`src/logic/dpr_pkg.sv`:
```
`default_nettype none
package dpr_pkg;
  // ---------------------------------------------------------------
  // register addresses on the serial register port
  // ---------------------------------------------------------------
  localparam logic [7:0] ADR_MSYNC = 8'h0a; // multichip_sync_cfg
  localparam logic [7:0] ADR_RLIM = 8'h0b; // ramp_limits
  localparam logic [7:0] ADR_RSTEP = 8'h0c; // ramp_step_sizes
  localparam logic [7:0] ADR_RRATE = 8'h0d; // ramp_slope_rates
  localparam logic [7:0] ADR_PROF0 = 8'h0e; // tone_profile_0
  localparam logic [7:0] ADR_PROF7 = 8'h15; // tone_profile_7
  localparam logic [7:0] ADR_RAM = 8'h16; // waveform_ram_port
  localparam int PROF_N = 8; // number of profile registers

  // ---------------------------------------------------------------
  // writable-bit masks, open bits are zero
  // ---------------------------------------------------------------
  localparam logic [31:0] MS_MASK = 32'hfefcf8f8;
  localparam logic [63:0] TONE_MASK = 64'h3fffffffffffffff;
  localparam logic [63:0] RAMP_MASK = 64'h00ffffffc0ffc02f;

  // ---------------------------------------------------------------
  // reset values
  // ---------------------------------------------------------------
  localparam logic [31:0] MS_RESET = 32'h00000000;
  localparam logic [63:0] R64_RESET = 64'h0000000000000000;
  localparam logic [31:0] R32_RESET = 32'h00000000;

  // ---------------------------------------------------------------
  // multichip sync field positions
  // ---------------------------------------------------------------
  localparam int MS_VDLY_LSB = 28; // validation delay, 4 bits
  localparam int MS_RXEN_BIT = 27; // receiver enable
  localparam int MS_GENEN_BIT = 26; // generator enable
  localparam int MS_POL_BIT = 25; // generator polarity
  localparam int MS_PRE_LSB = 18; // state preset, 6 bits
  localparam int MS_ODLY_LSB = 11; // generator output delay, 5 bits
  localparam int MS_IDLY_LSB = 3; // receiver input delay, 5 bits

  // ---------------------------------------------------------------
  // profile field positions
  // ---------------------------------------------------------------
  localparam int TP_ASF_LSB = 48; // amplitude scale, 14 bits
  localparam int TP_POW_LSB = 32; // phase offset, 16 bits
  localparam int TP_FTW_LSB = 0; // tuning word, 32 bits
  localparam int RP_RATE_LSB = 40; // address step rate, 16 bits
  localparam int RP_END_LSB = 30; // end address, 10 bits
  localparam int RP_START_LSB = 14; // start address, 10 bits
  localparam int RP_NODWELL_BIT = 5; // no-dwell high
  localparam int RP_ZC_BIT = 3; // zero-crossing enable
  localparam int RP_MODE_LSB = 0; // ram mode, 3 bits
endpackage
`default_nettype wire

```
`src/logic/dpr_sync3.sv`:
```
`timescale 1ns/1ps
`default_nettype none
module dpr_sync3 #(
  parameter int W = 3
) (
  input wire logic clk,
  input wire logic rst_n,
  input wire logic [W-1:0] async_in,
  output logic [W-1:0] sync_out_q
);
  // ---------------------------------------------------------------
  // three-stage synchroniser, value accepted when stages 2 and 3 agree
  // ---------------------------------------------------------------
  logic [W-1:0] s1_q; // metastable stage, read by s2 only
  logic [W-1:0] s2_q; // second stage
  logic [W-1:0] s3_q; // third stage
  wire agree = (s2_q == s3_q); // stable for two samples

  // shift chain
  always_ff @(posedge clk or negedge rst_n) begin
    if (!rst_n) begin
      s1_q <= '0;
      s2_q <= '0;
      s3_q <= '0;
    end else begin
      s1_q <= async_in;
      s2_q <= s1_q;
      s3_q <= s2_q;
    end
  end

  // hold output until the last two stages agree
  always_ff @(posedge clk or negedge rst_n) begin
    if (!rst_n) begin
      sync_out_q <= '0;
    end else if (agree) begin
      sync_out_q <= s3_q;
    end
  end
endmodule // dpr_sync3
`default_nettype wire

```
`src/logic/dpr_regs.sv`:
```
`timescale 1ns/1ps
`default_nettype none
module dpr_regs import dpr_pkg::*; #(
  parameter logic [2:0] RAMP_UP_CODE = 3'h1, // ram ramp-up mode code
  parameter logic [2:0] DIRECT_SW_CODE = 3'h0 // ram direct switch code
) (
  input wire logic clk,
  input wire logic rst_n,
  input wire logic reg_wr, // register write strobe
  input wire logic reg_rd, // register read strobe
  input wire logic [7:0] reg_addr, // register address
  input wire logic [63:0] reg_wdata, // write data, low bits for 32-bit
  output logic [63:0] reg_rdata_q, // read data
  output logic reg_rd_valid_q, // read data valid pulse
  output logic reg_addr_err_q, // unmapped access pulse
  input wire logic io_update, // update strobe
  input wire logic ram_enable, // control_word_one ram enable
  input wire logic ramp_enable, // control_word_two ramp_generator enable
  input wire logic parallel_enable, // control_word_two parallel port
  input wire logic [3:0] internal_profile_ctrl, // internal profile control
  input wire logic [2:0] internal_profile_idx, // profile from ram engine
  input wire logic [2:0] profile_pins, // external profile pins
  input wire logic [31:0] ram_rdata, // ram word at ram_addr_q
  output logic [3:0] sync_valid_delay_q,
  output logic sync_rx_en_q,
  output logic sync_gen_en_q,
  output logic sync_gen_falling_q,
  output logic [5:0] sync_preset_q,
  output logic [4:0] sync_out_delay_q,
  output logic [4:0] sync_in_delay_q,
  output logic ramp_live_q,
  output logic [31:0] ramp_upper_q,
  output logic [31:0] ramp_lower_q,
  output logic [31:0] ramp_dec_step_q,
  output logic [31:0] ramp_inc_step_q,
  output logic [15:0] ramp_neg_rate_q,
  output logic [15:0] ramp_pos_rate_q,
  output logic [2:0] profile_idx_q,
  output logic profile_is_ram_q,
  output logic profile_is_tone_q,
  output logic [13:0] tone_asf_q,
  output logic [15:0] tone_pow_q,
  output logic [31:0] tone_ftw_q,
  output logic [15:0] ram_step_rate_q,
  output logic [9:0] ram_end_q,
  output logic [9:0] ram_start_q,
  output logic [2:0] ram_mode_q,
  output logic ram_no_dwell_q,
  output logic ram_zero_cross_q,
  output logic ram_we_q, // ram word write pulse
  output logic ram_re_q, // ram word read pulse
  output logic [9:0] ram_addr_q, // ram word pointer
  output logic [31:0] ram_wdata_q // ram word data
);
  // ---------------------------------------------------------------
  // address decode
  // ---------------------------------------------------------------
  // true for any of the eight profile addresses
  function automatic logic is_prof(input logic [7:0] a);
    return (a >= ADR_PROF0) && (a <= ADR_PROF7);
  endfunction

  wire [7:0] prof_off = reg_addr - ADR_PROF0; // profile index offset
  wire [2:0] prof_sel = prof_off[2:0]; // profile index
  wire hit_ms = (reg_addr == ADR_MSYNC);
  wire hit_rlim = (reg_addr == ADR_RLIM);
  wire hit_rstep = (reg_addr == ADR_RSTEP);
  wire hit_rrate = (reg_addr == ADR_RRATE);
  wire hit_prof = is_prof(reg_addr);
  wire hit_ram = (reg_addr == ADR_RAM);
  wire mapped = hit_ms | hit_rlim | hit_rstep | hit_rrate | hit_prof
    | hit_ram;
  wire ram_wr = reg_wr & hit_ram;
  wire ram_rd = reg_rd & hit_ram & ~reg_wr;

  // profile write mask follows the current profile kind
  wire [63:0] prof_mask = ram_enable ? RAMP_MASK : TONE_MASK;

  // ---------------------------------------------------------------
  // buffer registers written by the port, and their active copies
  // ---------------------------------------------------------------
  logic [31:0] ms_buf_q; // multichip_sync_cfg buffer
  logic [63:0] rlim_buf_q; // ramp_limits buffer
  logic [63:0] rstep_buf_q; // ramp_step_sizes buffer
  logic [31:0] rrate_buf_q; // ramp_slope_rates buffer
  logic [63:0] prof_buf_q [PROF_N]; // tone_profile_N buffers
  logic [31:0] ms_act_q; // active multichip sync
  logic [63:0] rlim_act_q; // active ramp limits
  logic [63:0] rstep_act_q; // active ramp steps
  logic [31:0] rrate_act_q; // active ramp rates
  logic [63:0] prof_act_q [PROF_N]; // active profiles

  // next buffer values, open bits forced to zero
  wire [31:0] ms_buf_d = (reg_wr & hit_ms) ?
    (reg_wdata[31:0] & MS_MASK) : ms_buf_q;
  wire [63:0] rlim_buf_d = (reg_wr & hit_rlim) ? reg_wdata : rlim_buf_q;
  wire [63:0] rstep_buf_d = (reg_wr & hit_rstep) ? reg_wdata : rstep_buf_q;
  wire [31:0] rrate_buf_d = (reg_wr & hit_rrate) ?
    reg_wdata[31:0] : rrate_buf_q;

  // scalar buffers only, active copies in the next block
  always_ff @(posedge clk or negedge rst_n) begin
    if (!rst_n) begin
      ms_buf_q <= MS_RESET;
      rlim_buf_q <= R64_RESET;
      rstep_buf_q <= R64_RESET;
      rrate_buf_q <= R32_RESET;
    end else begin
      ms_buf_q <= ms_buf_d;
      rlim_buf_q <= rlim_buf_d;
      rstep_buf_q <= rstep_buf_d;
      rrate_buf_q <= rrate_buf_d;
    end
  end

  // active copies move only on the update strobe
  always_ff @(posedge clk or negedge rst_n) begin
    if (!rst_n) begin
      ms_act_q <= MS_RESET;
      rlim_act_q <= R64_RESET;
      rstep_act_q <= R64_RESET;
      rrate_act_q <= R32_RESET;
    end else if (io_update) begin
      ms_act_q <= ms_buf_d;
      rlim_act_q <= rlim_buf_d;
      rstep_act_q <= rstep_buf_d;
      rrate_act_q <= rrate_buf_d;
    end
  end

  // one buffer and one active register per profile
  for (genvar g = 0; g < PROF_N; g++) begin : g_prof
    wire wr_this = reg_wr & hit_prof & (prof_sel == 3'(g));
    wire [63:0] buf_d = wr_this ? (reg_wdata & prof_mask) : prof_buf_q[g];
    // profile buffer and active copy
    always_ff @(posedge clk or negedge rst_n) begin
      if (!rst_n) begin
        prof_buf_q[g] <= R64_RESET;
        prof_act_q[g] <= R64_RESET;
      end else begin
        prof_buf_q[g] <= buf_d;
        if (io_update) begin
          prof_act_q[g] <= buf_d;
        end
      end
    end
  end

  // ---------------------------------------------------------------
  // read path
  // ---------------------------------------------------------------
  wire [63:0] rd_mux =
    hit_ms ? {32'h0, ms_buf_q} :
    hit_rlim ? rlim_buf_q :
    hit_rstep ? rstep_buf_q :
    hit_rrate ? {32'h0, rrate_buf_q} :
    hit_prof ? prof_buf_q[prof_sel] :
    hit_ram ? {32'h0, ram_rdata} : 64'h0;

  // read data and error answer, one cycle after the strobe
  always_ff @(posedge clk or negedge rst_n) begin
    if (!rst_n) begin
      reg_rdata_q <= 64'h0;
      reg_rd_valid_q <= 1'b0;
      reg_addr_err_q <= 1'b0;
    end else begin
      reg_rd_valid_q <= reg_rd & ~reg_wr;
      reg_addr_err_q <= (reg_rd | reg_wr) & ~mapped;
      if (reg_rd & ~reg_wr) begin
        reg_rdata_q <= rd_mux;
      end
    end
  end

  // ---------------------------------------------------------------
  // multichip sync and ramp outputs
  // ---------------------------------------------------------------
  wire [63:0] rgate = {64{ramp_enable}};

  // field extraction from the active copies
  always_ff @(posedge clk or negedge rst_n) begin
    if (!rst_n) begin
      sync_valid_delay_q <= 4'h0;
      sync_rx_en_q <= 1'b0;
      sync_gen_en_q <= 1'b0;
      sync_gen_falling_q <= 1'b0;
      sync_preset_q <= 6'h00;
      sync_out_delay_q <= 5'h00;
      sync_in_delay_q <= 5'h00;
    end else begin
      sync_valid_delay_q <= ms_act_q[MS_VDLY_LSB +: 4];
      sync_rx_en_q <= ms_act_q[MS_RXEN_BIT];
      sync_gen_en_q <= ms_act_q[MS_GENEN_BIT];
      sync_gen_falling_q <= ms_act_q[MS_POL_BIT];
      sync_preset_q <= ms_act_q[MS_PRE_LSB +: 6];
      sync_out_delay_q <= ms_act_q[MS_ODLY_LSB +: 5];
      sync_in_delay_q <= ms_act_q[MS_IDLY_LSB +: 5];
    end
  end

  // ramp values, zero while the ramp_generator is off
  always_ff @(posedge clk or negedge rst_n) begin
    if (!rst_n) begin
      ramp_live_q <= 1'b0;
      ramp_upper_q <= 32'h0;
      ramp_lower_q <= 32'h0;
      ramp_dec_step_q <= 32'h0;
      ramp_inc_step_q <= 32'h0;
      ramp_neg_rate_q <= 16'h0;
      ramp_pos_rate_q <= 16'h0;
    end else begin
      ramp_live_q <= ramp_enable;
      ramp_upper_q <= rlim_act_q[63:32] & rgate[31:0];
      ramp_lower_q <= rlim_act_q[31:0] & rgate[31:0];
      ramp_dec_step_q <= rstep_act_q[63:32] & rgate[31:0];
      ramp_inc_step_q <= rstep_act_q[31:0] & rgate[31:0];
      ramp_neg_rate_q <= rrate_act_q[31:16] & rgate[15:0];
      ramp_pos_rate_q <= rrate_act_q[15:0] & rgate[15:0];
    end
  end

  // ---------------------------------------------------------------
  // profile selection
  // ---------------------------------------------------------------
  logic [2:0] pins_sync; // synchronised profile pins
  dpr_sync3 #(.W(3)) u_pin_sync (
    .clk(clk),
    .rst_n(rst_n),
    .async_in(profile_pins),
    .sync_out_q(pins_sync)
  );

  wire auto_sel = ram_enable & (internal_profile_ctrl != 4'h0);
  wire [2:0] idx_d = auto_sel ? internal_profile_idx : pins_sync;
  wire [63:0] pa = prof_act_q[idx_d]; // active profile word
  wire tone_d = ~ram_enable & ~ramp_enable & ~parallel_enable;
  wire [2:0] mode_d = pa[RP_MODE_LSB +: 3];

  // decoded active profile fields
  always_ff @(posedge clk or negedge rst_n) begin
    if (!rst_n) begin
      profile_idx_q <= 3'h0;
      profile_is_ram_q <= 1'b0;
      profile_is_tone_q <= 1'b0;
      tone_asf_q <= 14'h0;
      tone_pow_q <= 16'h0;
      tone_ftw_q <= 32'h0;
      ram_step_rate_q <= 16'h0;
      ram_end_q <= 10'h0;
      ram_start_q <= 10'h0;
      ram_mode_q <= 3'h0;
      ram_no_dwell_q <= 1'b0;
      ram_zero_cross_q <= 1'b0;
    end else begin
      profile_idx_q <= idx_d;
      profile_is_ram_q <= ram_enable;
      profile_is_tone_q <= tone_d;
      tone_asf_q <= pa[TP_ASF_LSB +: 14];
      tone_pow_q <= pa[TP_POW_LSB +: 16];
      tone_ftw_q <= pa[TP_FTW_LSB +: 32];
      ram_step_rate_q <= pa[RP_RATE_LSB +: 16];
      ram_end_q <= pa[RP_END_LSB +: 10];
      ram_start_q <= pa[RP_START_LSB +: 10];
      ram_mode_q <= mode_d;
      ram_no_dwell_q <= pa[RP_NODWELL_BIT] & (mode_d == RAMP_UP_CODE);
      ram_zero_cross_q <= pa[RP_ZC_BIT] & (mode_d == DIRECT_SW_CODE);
    end
  end

  // ---------------------------------------------------------------
  // waveform ram word port
  // ---------------------------------------------------------------
  logic reload_q; // pointer must restart at start address
  wire ptr_at_end = (ram_addr_q == ram_end_q);
  wire [9:0] ptr_inc = ram_addr_q + 10'h001;
  // start address of the newly active profile, not the stale registered copy
  wire [9:0] start_d = pa[RP_START_LSB +: 10];

  // reload after update or a profile change
  always_ff @(posedge clk or negedge rst_n) begin
    if (!rst_n) begin
      reload_q <= 1'b1;
    end else begin
      reload_q <= io_update | (idx_d != profile_idx_q);
    end
  end

  // word pointer walks start to end, then wraps to start
  always_ff @(posedge clk or negedge rst_n) begin
    if (!rst_n) begin
      ram_addr_q <= 10'h0;
    end else if (ram_wr | ram_rd) begin
      ram_addr_q <= ptr_at_end ? ram_start_q : ptr_inc;
    end else if (reload_q) begin
      ram_addr_q <= start_d;
    end
  end

  // ram strobes and write data
  always_ff @(posedge clk or negedge rst_n) begin
    if (!rst_n) begin
      ram_we_q <= 1'b0;
      ram_re_q <= 1'b0;
      ram_wdata_q <= 32'h0;
    end else begin
      ram_we_q <= ram_wr;
      ram_re_q <= ram_rd;
      if (ram_wr) begin
        ram_wdata_q <= reg_wdata[31:0];
      end
    end
  end
endmodule // dpr_regs
`default_nettype wire

```
`config.mk`:
```
export PLATFORM = sky130hd
export DESIGN_NAME = dpr_regs
export DESIGN_NICKNAME = d
export VERILOG_FILES = /design/src/logic/dpr_pkg.sv /design/src/logic/dpr_sync3.sv /design/src/logic/dpr_regs.sv
export SDC_FILE = /design/constraint.sdc
export NUM_CORES = 2
export LEC_CHECK = 0
export BUFFER_PORTS_ARGS = -buffer_cell sky130_fd_sc_hd__buf_2
export CAP_MARGIN = 10
export CORE_MARGIN = 2
export CORE_UTILIZATION = 55
export DETAILED_ROUTE_END_ITERATION = 10
export GPL_TIMING_DRIVEN = 0
export PLACE_DENSITY = 0.85
export SLEW_MARGIN = 20
export SYNTH_ARGS = -nofsm -noshare
export SYNTH_HDL_FRONTEND = slang
export SYNTH_HIERARCHICAL = 1
export SYNTH_SLANG_ARGS = --single-unit
```
`constraint.sdc`:
```
create_clock -name clk -period 4 [get_ports clk]
set_input_delay 0.2 -clock clk [delete_from_list [all_inputs] [get_ports clk]]
set_output_delay 0.2 -clock clk [all_outputs]
set_load 0.01 [all_outputs]
```
Word level (Yosys, flattened, before mapping)
Cells that the tools add are included.

operators by class
  bitwise operators = 45
  order comparisons = 4
  multiplexer cells = 29
  add/sub/neg operators = 2
  reduce and logical (&&, ||, !) cells = 5
  eq/ne operators = 16

operators by type and width
  cell                                                                count
  two-way mux 64 bit                                                  17
  binary-select mux 64 bit (select 3 bit)                             2
  two-way mux 62 bit                                                  3
  bitwise AND 32 bit                                                  4
  two-way mux 32 bit                                                  3
  bitwise AND 64 x 62 -> 64 bit                                       1
  bitwise AND 16 bit                                                  2
  equality test 8 x 4 -> 1 bit (second input constant)                4
  two-way mux 10 bit                                                  3
  bitwise AND 1 bit                                                   23
  equality test 3 bit (second input constant)                         4
  adder 10 x 1 -> 10 bit (second input constant)                      1
  equality test 10 bit                                                1
  equality test 8 x 5 -> 1 bit (second input constant)                1
  greater-or-equal comparator 4 bit (second input constant)           2
  greater-or-equal comparator 8 x 4 -> 1 bit (second input constant)  1
  less-or-equal comparator 8 x 5 -> 1 bit (second input constant)     1
  NOT 3 -> 4 bit                                                      2
  bitwise OR 1 bit                                                    8
  equality test 3 x 1 -> 1 bit (second input constant)                2
  equality test 3 x 2 -> 1 bit (second input constant)                2
  zero test 3 bit                                                     2
  NOT 1 bit                                                           5
  nonzero test 4 bit                                                  1
  other kinds (6)                                                     6

word-level totals
  output and inout port bits = 402
  flip-flop bits (word level) = 1,823
  input bits = 122
  word-level logic and storage cells = 163

Logic depth before layout (Yosys ltp)
  depth in word-level cells = 10
  mapped depth = 10

Cells and area by module
The synthesis kept the hierarchy.

by module, submodules not included
  module     area each (um2)  instances  cells an instance
  dpr_regs   72,838.6         1          5,503
  dpr_sync3  380.4            1          22

Worst setup path before layout
OpenSTA, ideal clock, no wires.

  path kind = input -> register
  start point = input port internal_profile_ctrl[1]
  end point = register ram_addr_q[0]
  slack = 1.585 ns
  stages on the path = 7
  arrival = 2.280 ns
  cells stage by stage = o41a_4 -> mux2i_4 -> buf_2 -> mux2_2 -> mux4_2 -> nor2_1 -> o22ai_1

between the ends
  word-level cells in the longest chain between the ends = 9

RTL lines
  what                                                   RTL line         text
  from (decl)                                            dpr_regs.sv:20   input wire logic [3:0] internal_profile_ctrl,
  nonzero test 4 bit                                     dpr_regs.sv:233  wire auto_sel = ram_enable & (internal_profile_ctrl != 4'h0);
  bitwise AND 1 bit                                      dpr_regs.sv:233
  two-way mux 3 bit                                      dpr_regs.sv:234  wire [2:0] idx_d = auto_sel ? internal_profile_idx : pins_sync;
  NOT 3 -> 4 bit (implied by the code)                   dpr_regs.sv:235  wire [63:0] pa = prof_act_q[idx_d];
  binary-select mux 64 bit (select 3 bit)                dpr_regs.sv:235
  two-way mux 62 bit (implied by the code) (2 in a row)  dpr_regs.sv:235
  named net pa[14]                                       dpr_regs.sv:235
  two-way mux 10 bit                                     dpr_regs.sv:294  end else if (reload_q) begin
  two-way mux 10 bit                                     dpr_regs.sv:292  end else if (ram_wr | ram_rd) begin
  to (signal assigned)                                   dpr_regs.sv:293  ram_addr_q <= ptr_at_end ? ram_start_q : ptr_inc;
  to (signal assigned)                                   dpr_regs.sv:295  ram_addr_q <= start_d;
  to (decl)                                              dpr_regs.sv:52   output logic [9:0] ram_addr_q,

The timed path passes the listed nets, and every way through them passes these cells. The select of a mux whose other input is x is not followed.
A chain may end at the register's enable or synchronous reset.

Worst setup path after layout
  start point = input port ram_enable
  end point = register ram_end_q[7]

between the ends
  word-level cells in the longest chain between the ends = 6

RTL lines
  what                                                   RTL line         text
  from (decl)                                            dpr_regs.sv:17   input wire logic ram_enable,
  bitwise AND 1 bit                                      dpr_regs.sv:233
  two-way mux 3 bit                                      dpr_regs.sv:234
  NOT 3 -> 4 bit (implied by the code)                   dpr_regs.sv:235
  binary-select mux 64 bit (select 3 bit)                dpr_regs.sv:235
  two-way mux 62 bit (implied by the code) (2 in a row)  dpr_regs.sv:235
  named net pa[37]                                       dpr_regs.sv:235
  to (signal assigned)                                   dpr_regs.sv:262  ram_end_q <= pa[RP_END_LSB +: 10];
  to (decl)                                              dpr_regs.sv:45   output logic [9:0] ram_end_q,

The timed path passes the listed nets, and every way through them passes these cells. The select of a mux whose other input is x is not followed.

==> flow_metrics.tcl <==
set metrics [dict create \
    grt_max_degree 151 \
    setup_violations 0 \
    cts_tree "yes" \
    cp.arrival_ns 4.66 \
    clk_latency_ns 0.84 \
    async_flop_share_pct 100.0 \
    yosysSeqAreaShare_pct 60.12 \
    cp.required_ns 4.70 \
    timing.fmax_ghz 0.2525 \
    final_common_cell "dfrtp_1" \
    pwr-share-comb_pct 12.7 \
    synthMuxAreaShare_pct 22.58 \
    drtAntennaViolNets 0 \
    synth_edf_count 0 \
    tightest_slew_ns 1.374 \
    swShare_pct 27.85 \
    yosys_register_bits 1759 \
    drive_gt1_share_pct 35.79 \
    worst_slack_ns 0.04012 \
    clock_path_buffers 3 \
    core-area_mm2 0.1318 \
    synth_warnings 6 \
    die_h_um 368.9 \
    r2r_cells 5 \
    drc 0 \
    cp_max_fo 10 \
    net-switching-power_mw 11.68 \
    power-per-cell-area_mw_per_mm2 491.6 \
    synth_xor_area_share_pct 0.2871 \
    rsz0062_at_grt "false" \
    p_seq_share_pct 46.1 \
    grt_pass1_wl_um 392200 \
    syn_area_mm2 0.07322 \
    clock_tree.root_cell "clkbuf_16" \
    clk_pin_slew_ns 0.06 \
    path_common_cell "clkbuf_1" \
    p_leak_nw 42.48 \
    vias 56010 \
    critPathBufInv 5 \
    final_cells 8223 \
    r2r_slack_ns 0.24 \
    skew_ns 0.04838 \
    placed_cells 7793 \
    track_usage_pct 40.32 \
    cts_buffers 175 \
    worst-setup-path-type "in2reg" \
    outcome "finished, final reports clean" \
    period_share_pct 99.00 \
    grt_pass1_vias 55740 \
    place_ws_ns -0.1774 \
    synthCells 5525 \
    avgSynthCellArea_um2 13.25 \
    gp_congestion 0.9983 \
    die_x_um 368.9 \
    viasPerCell 6.811 \
    post_cts_buffers 0 \
    reg2reg_to "ram_end_q[7]" \
    synth_compound_area_share_pct 7.435 \
    hold_path.class "in2async" \
    path_cells "dlygate4sd3_1 -> buf_2 -> o41a_4 -> mux2i_1 -> inv_1 -> clkbuf_1 -> clkbuf_1 -> a31o_2" \
    min_period_ns 3.960 \
    fillCellCount 9153 \
    gr-total-overflow 0 \
    ios 524 \
    syn_nets 5648 \
    routed_wl_um 278000 \
    p_int_mw 30.24 \
    slowest_delay_ns 1.04 \
    slew_violations 0 \
    synthSimpleGateAreaFrac_pct 6.714 \
    htree_levels 4 \
    synth_top_family_by_area "multiplexers" \
    drt_first_pass_iters 10 \
    synth_fa_ha_area_share_pct 0.01709 \
    endpoint_kind "flip-flop" \
    slowest_stage "clkbuf_1" \
    ir_drop_mv 0.4387 \
    core.rowCount 133 \
    dieArea_mm2 0.1361 \
    first_iter_violations 8783 \
    cts_resized 0 \
    portBuffers 497 \
    crit_cells 8 \
    place_hpwl_um 191300 \
    crit_family "buffers and inverters" \
    area_growth_syn_to_layout_pct 16.45 \
    wl_per_cell_um 33.81 \
    startpoint_type "primary input" \
    final_cell_mix "dfrtp_1, mux2_2, buf_2, nand2_1, clkbuf_1" \
    start_util_pct 55.55 \
    cts.sinks 1759 \
    hold_viol 0 \
    rr_startpoint "u_pin_sync/sync_out_q[2]" \
    cap_violations 0 \
    ys_types 69 \
    synth_ff_type "dfrtp_1" \
    fin_nets 6421 \
    clkPwrFrac_pct 41.2 \
    grt_antenna_before_repair 49 \
    relSlewSlack_pct 8.419 \
]
==> worst register-to-register path: stages (launching register included) <==
cell	delay, ns
dfrtp_1	0.33
mux2i_1	0.30
inv_1	0.51
clkbuf_1	0.93
clkbuf_1	1.05
a31o_2	0.52
==> power by group through the flow <==
stage               combinational (mW)  sequential, mW  clock (mW)
floorplan                         2.39            19.5           0
global placement                  4.81            19.6           0
detailed placement                4.96            19.6           0
CTS                               5.08            19.3        17.2
global route                      5.42            19.4        17.9
finish                            5.33            19.3        17.3
==> sequential cells by signal (all words and copies together) (netlist names), 64 cells and up <==
register / cells
prof_act_q: 496
prof_buf_q: 512
reg_rdata_q: 64
rlim_act_q: 64
rlim_buf_q: 64
rstep_act_q: 64
rstep_buf_q: 64
==> Yosys cell counts, types with 51 or more instances <==
cell	instances	share of area, %
dfrtp_1	1758	60
mux2_2	1218	19
nand2_1	542	2.8
clkbuf_1	323	1.7
o21ai_0	290	2.0
and2_1	198	1.7
a21oi_1	179	1.2
nand3_1	107	0.73
mux4_2	77	2.4
a221oi_1	61	0.73
o22ai_1	59	0.50
buf_2	53	0.36
nor2b_1	51	0.44
==> final cells by class <==
cell class	count	area, um^2	area share (%)
Clock inverter	54	809.5	0.9495
Buffer	473	2082	2.442
Multi-Input combinational cell	3286	27120	31.81
Sequential cell	1759	44020	51.63
Clock buffer	257	5159	6.051
Inverter	7	26.28	0.03082
Timing Repair Buffer	596	3757	4.407
Antenna cell	36	90.09	0.1057
Tap cell	1755	2196	2.575
==> worst max-delay path by stage <==
stage,startpoint,end
5_1_grt,ram_enable,ram_step_rate_q[12]
2_1_floorplan,internal_profile_ctrl[1],ram_addr_q[0]
3_5_place_dp,internal_profile_ctrl[1],ram_end_q[3]
6_report,ram_enable,ram_end_q[7]
4_1_cts,ram_enable,ram_step_rate_q[12]
3_3_place_gp,rst_n,ram_addr_q[4]
==> cells by family after synthesis <==
family | Yosys count
buffers and inverters | 480
adders and majority gates | 1
DFF | 1759
and+or+nand+nor | 1031
AOI/OAI and AO/OA | 849
xor gates and xnor gates | 24
muxes | 1381
==> through the flow <==
| step | area, um^2 | hold slack [ns] | power, mW | TNS (ns) | utilization [%] |
|---|---|---|---|---|---|
| after floorplan | 73220 | -0.09559 | 21.86 | 0 | - |
| after global placement | 77900 | 0.3080 | 24.39 | - | 59.11 |
| after detailed placement | 78350 | 0.1877 | 24.53 | -0.7696 | 59.45 |
| after CTS | 85150 | 0.006332 | 41.55 | 0 | 64.61 |
| after global routing | 85190 | 0.04061 | 42.73 | 0 | 64.64 |
| final | 85260 | 0.05284 | 41.92 | 0 | 64.69 |
==> routing by layer <==
layer | vias up | global-route usage [%] | wire length [um]
li1 | 21210 | - | -
met1 | 28190 | 47.76 | 93160
met2 | 5116 | 57.26 | 117100
met3 | 1447 | 18.73 | 42400
met4 | 46 | 30.12 | 25070
met5 | - | 0 | 282
==> timing repair <==
item,in CTS,in global routing
hold buffers,81,0
setup endpoints to repair,0,0
hold endpoints to repair,771,0
Power figures use the tool's default switching activity.
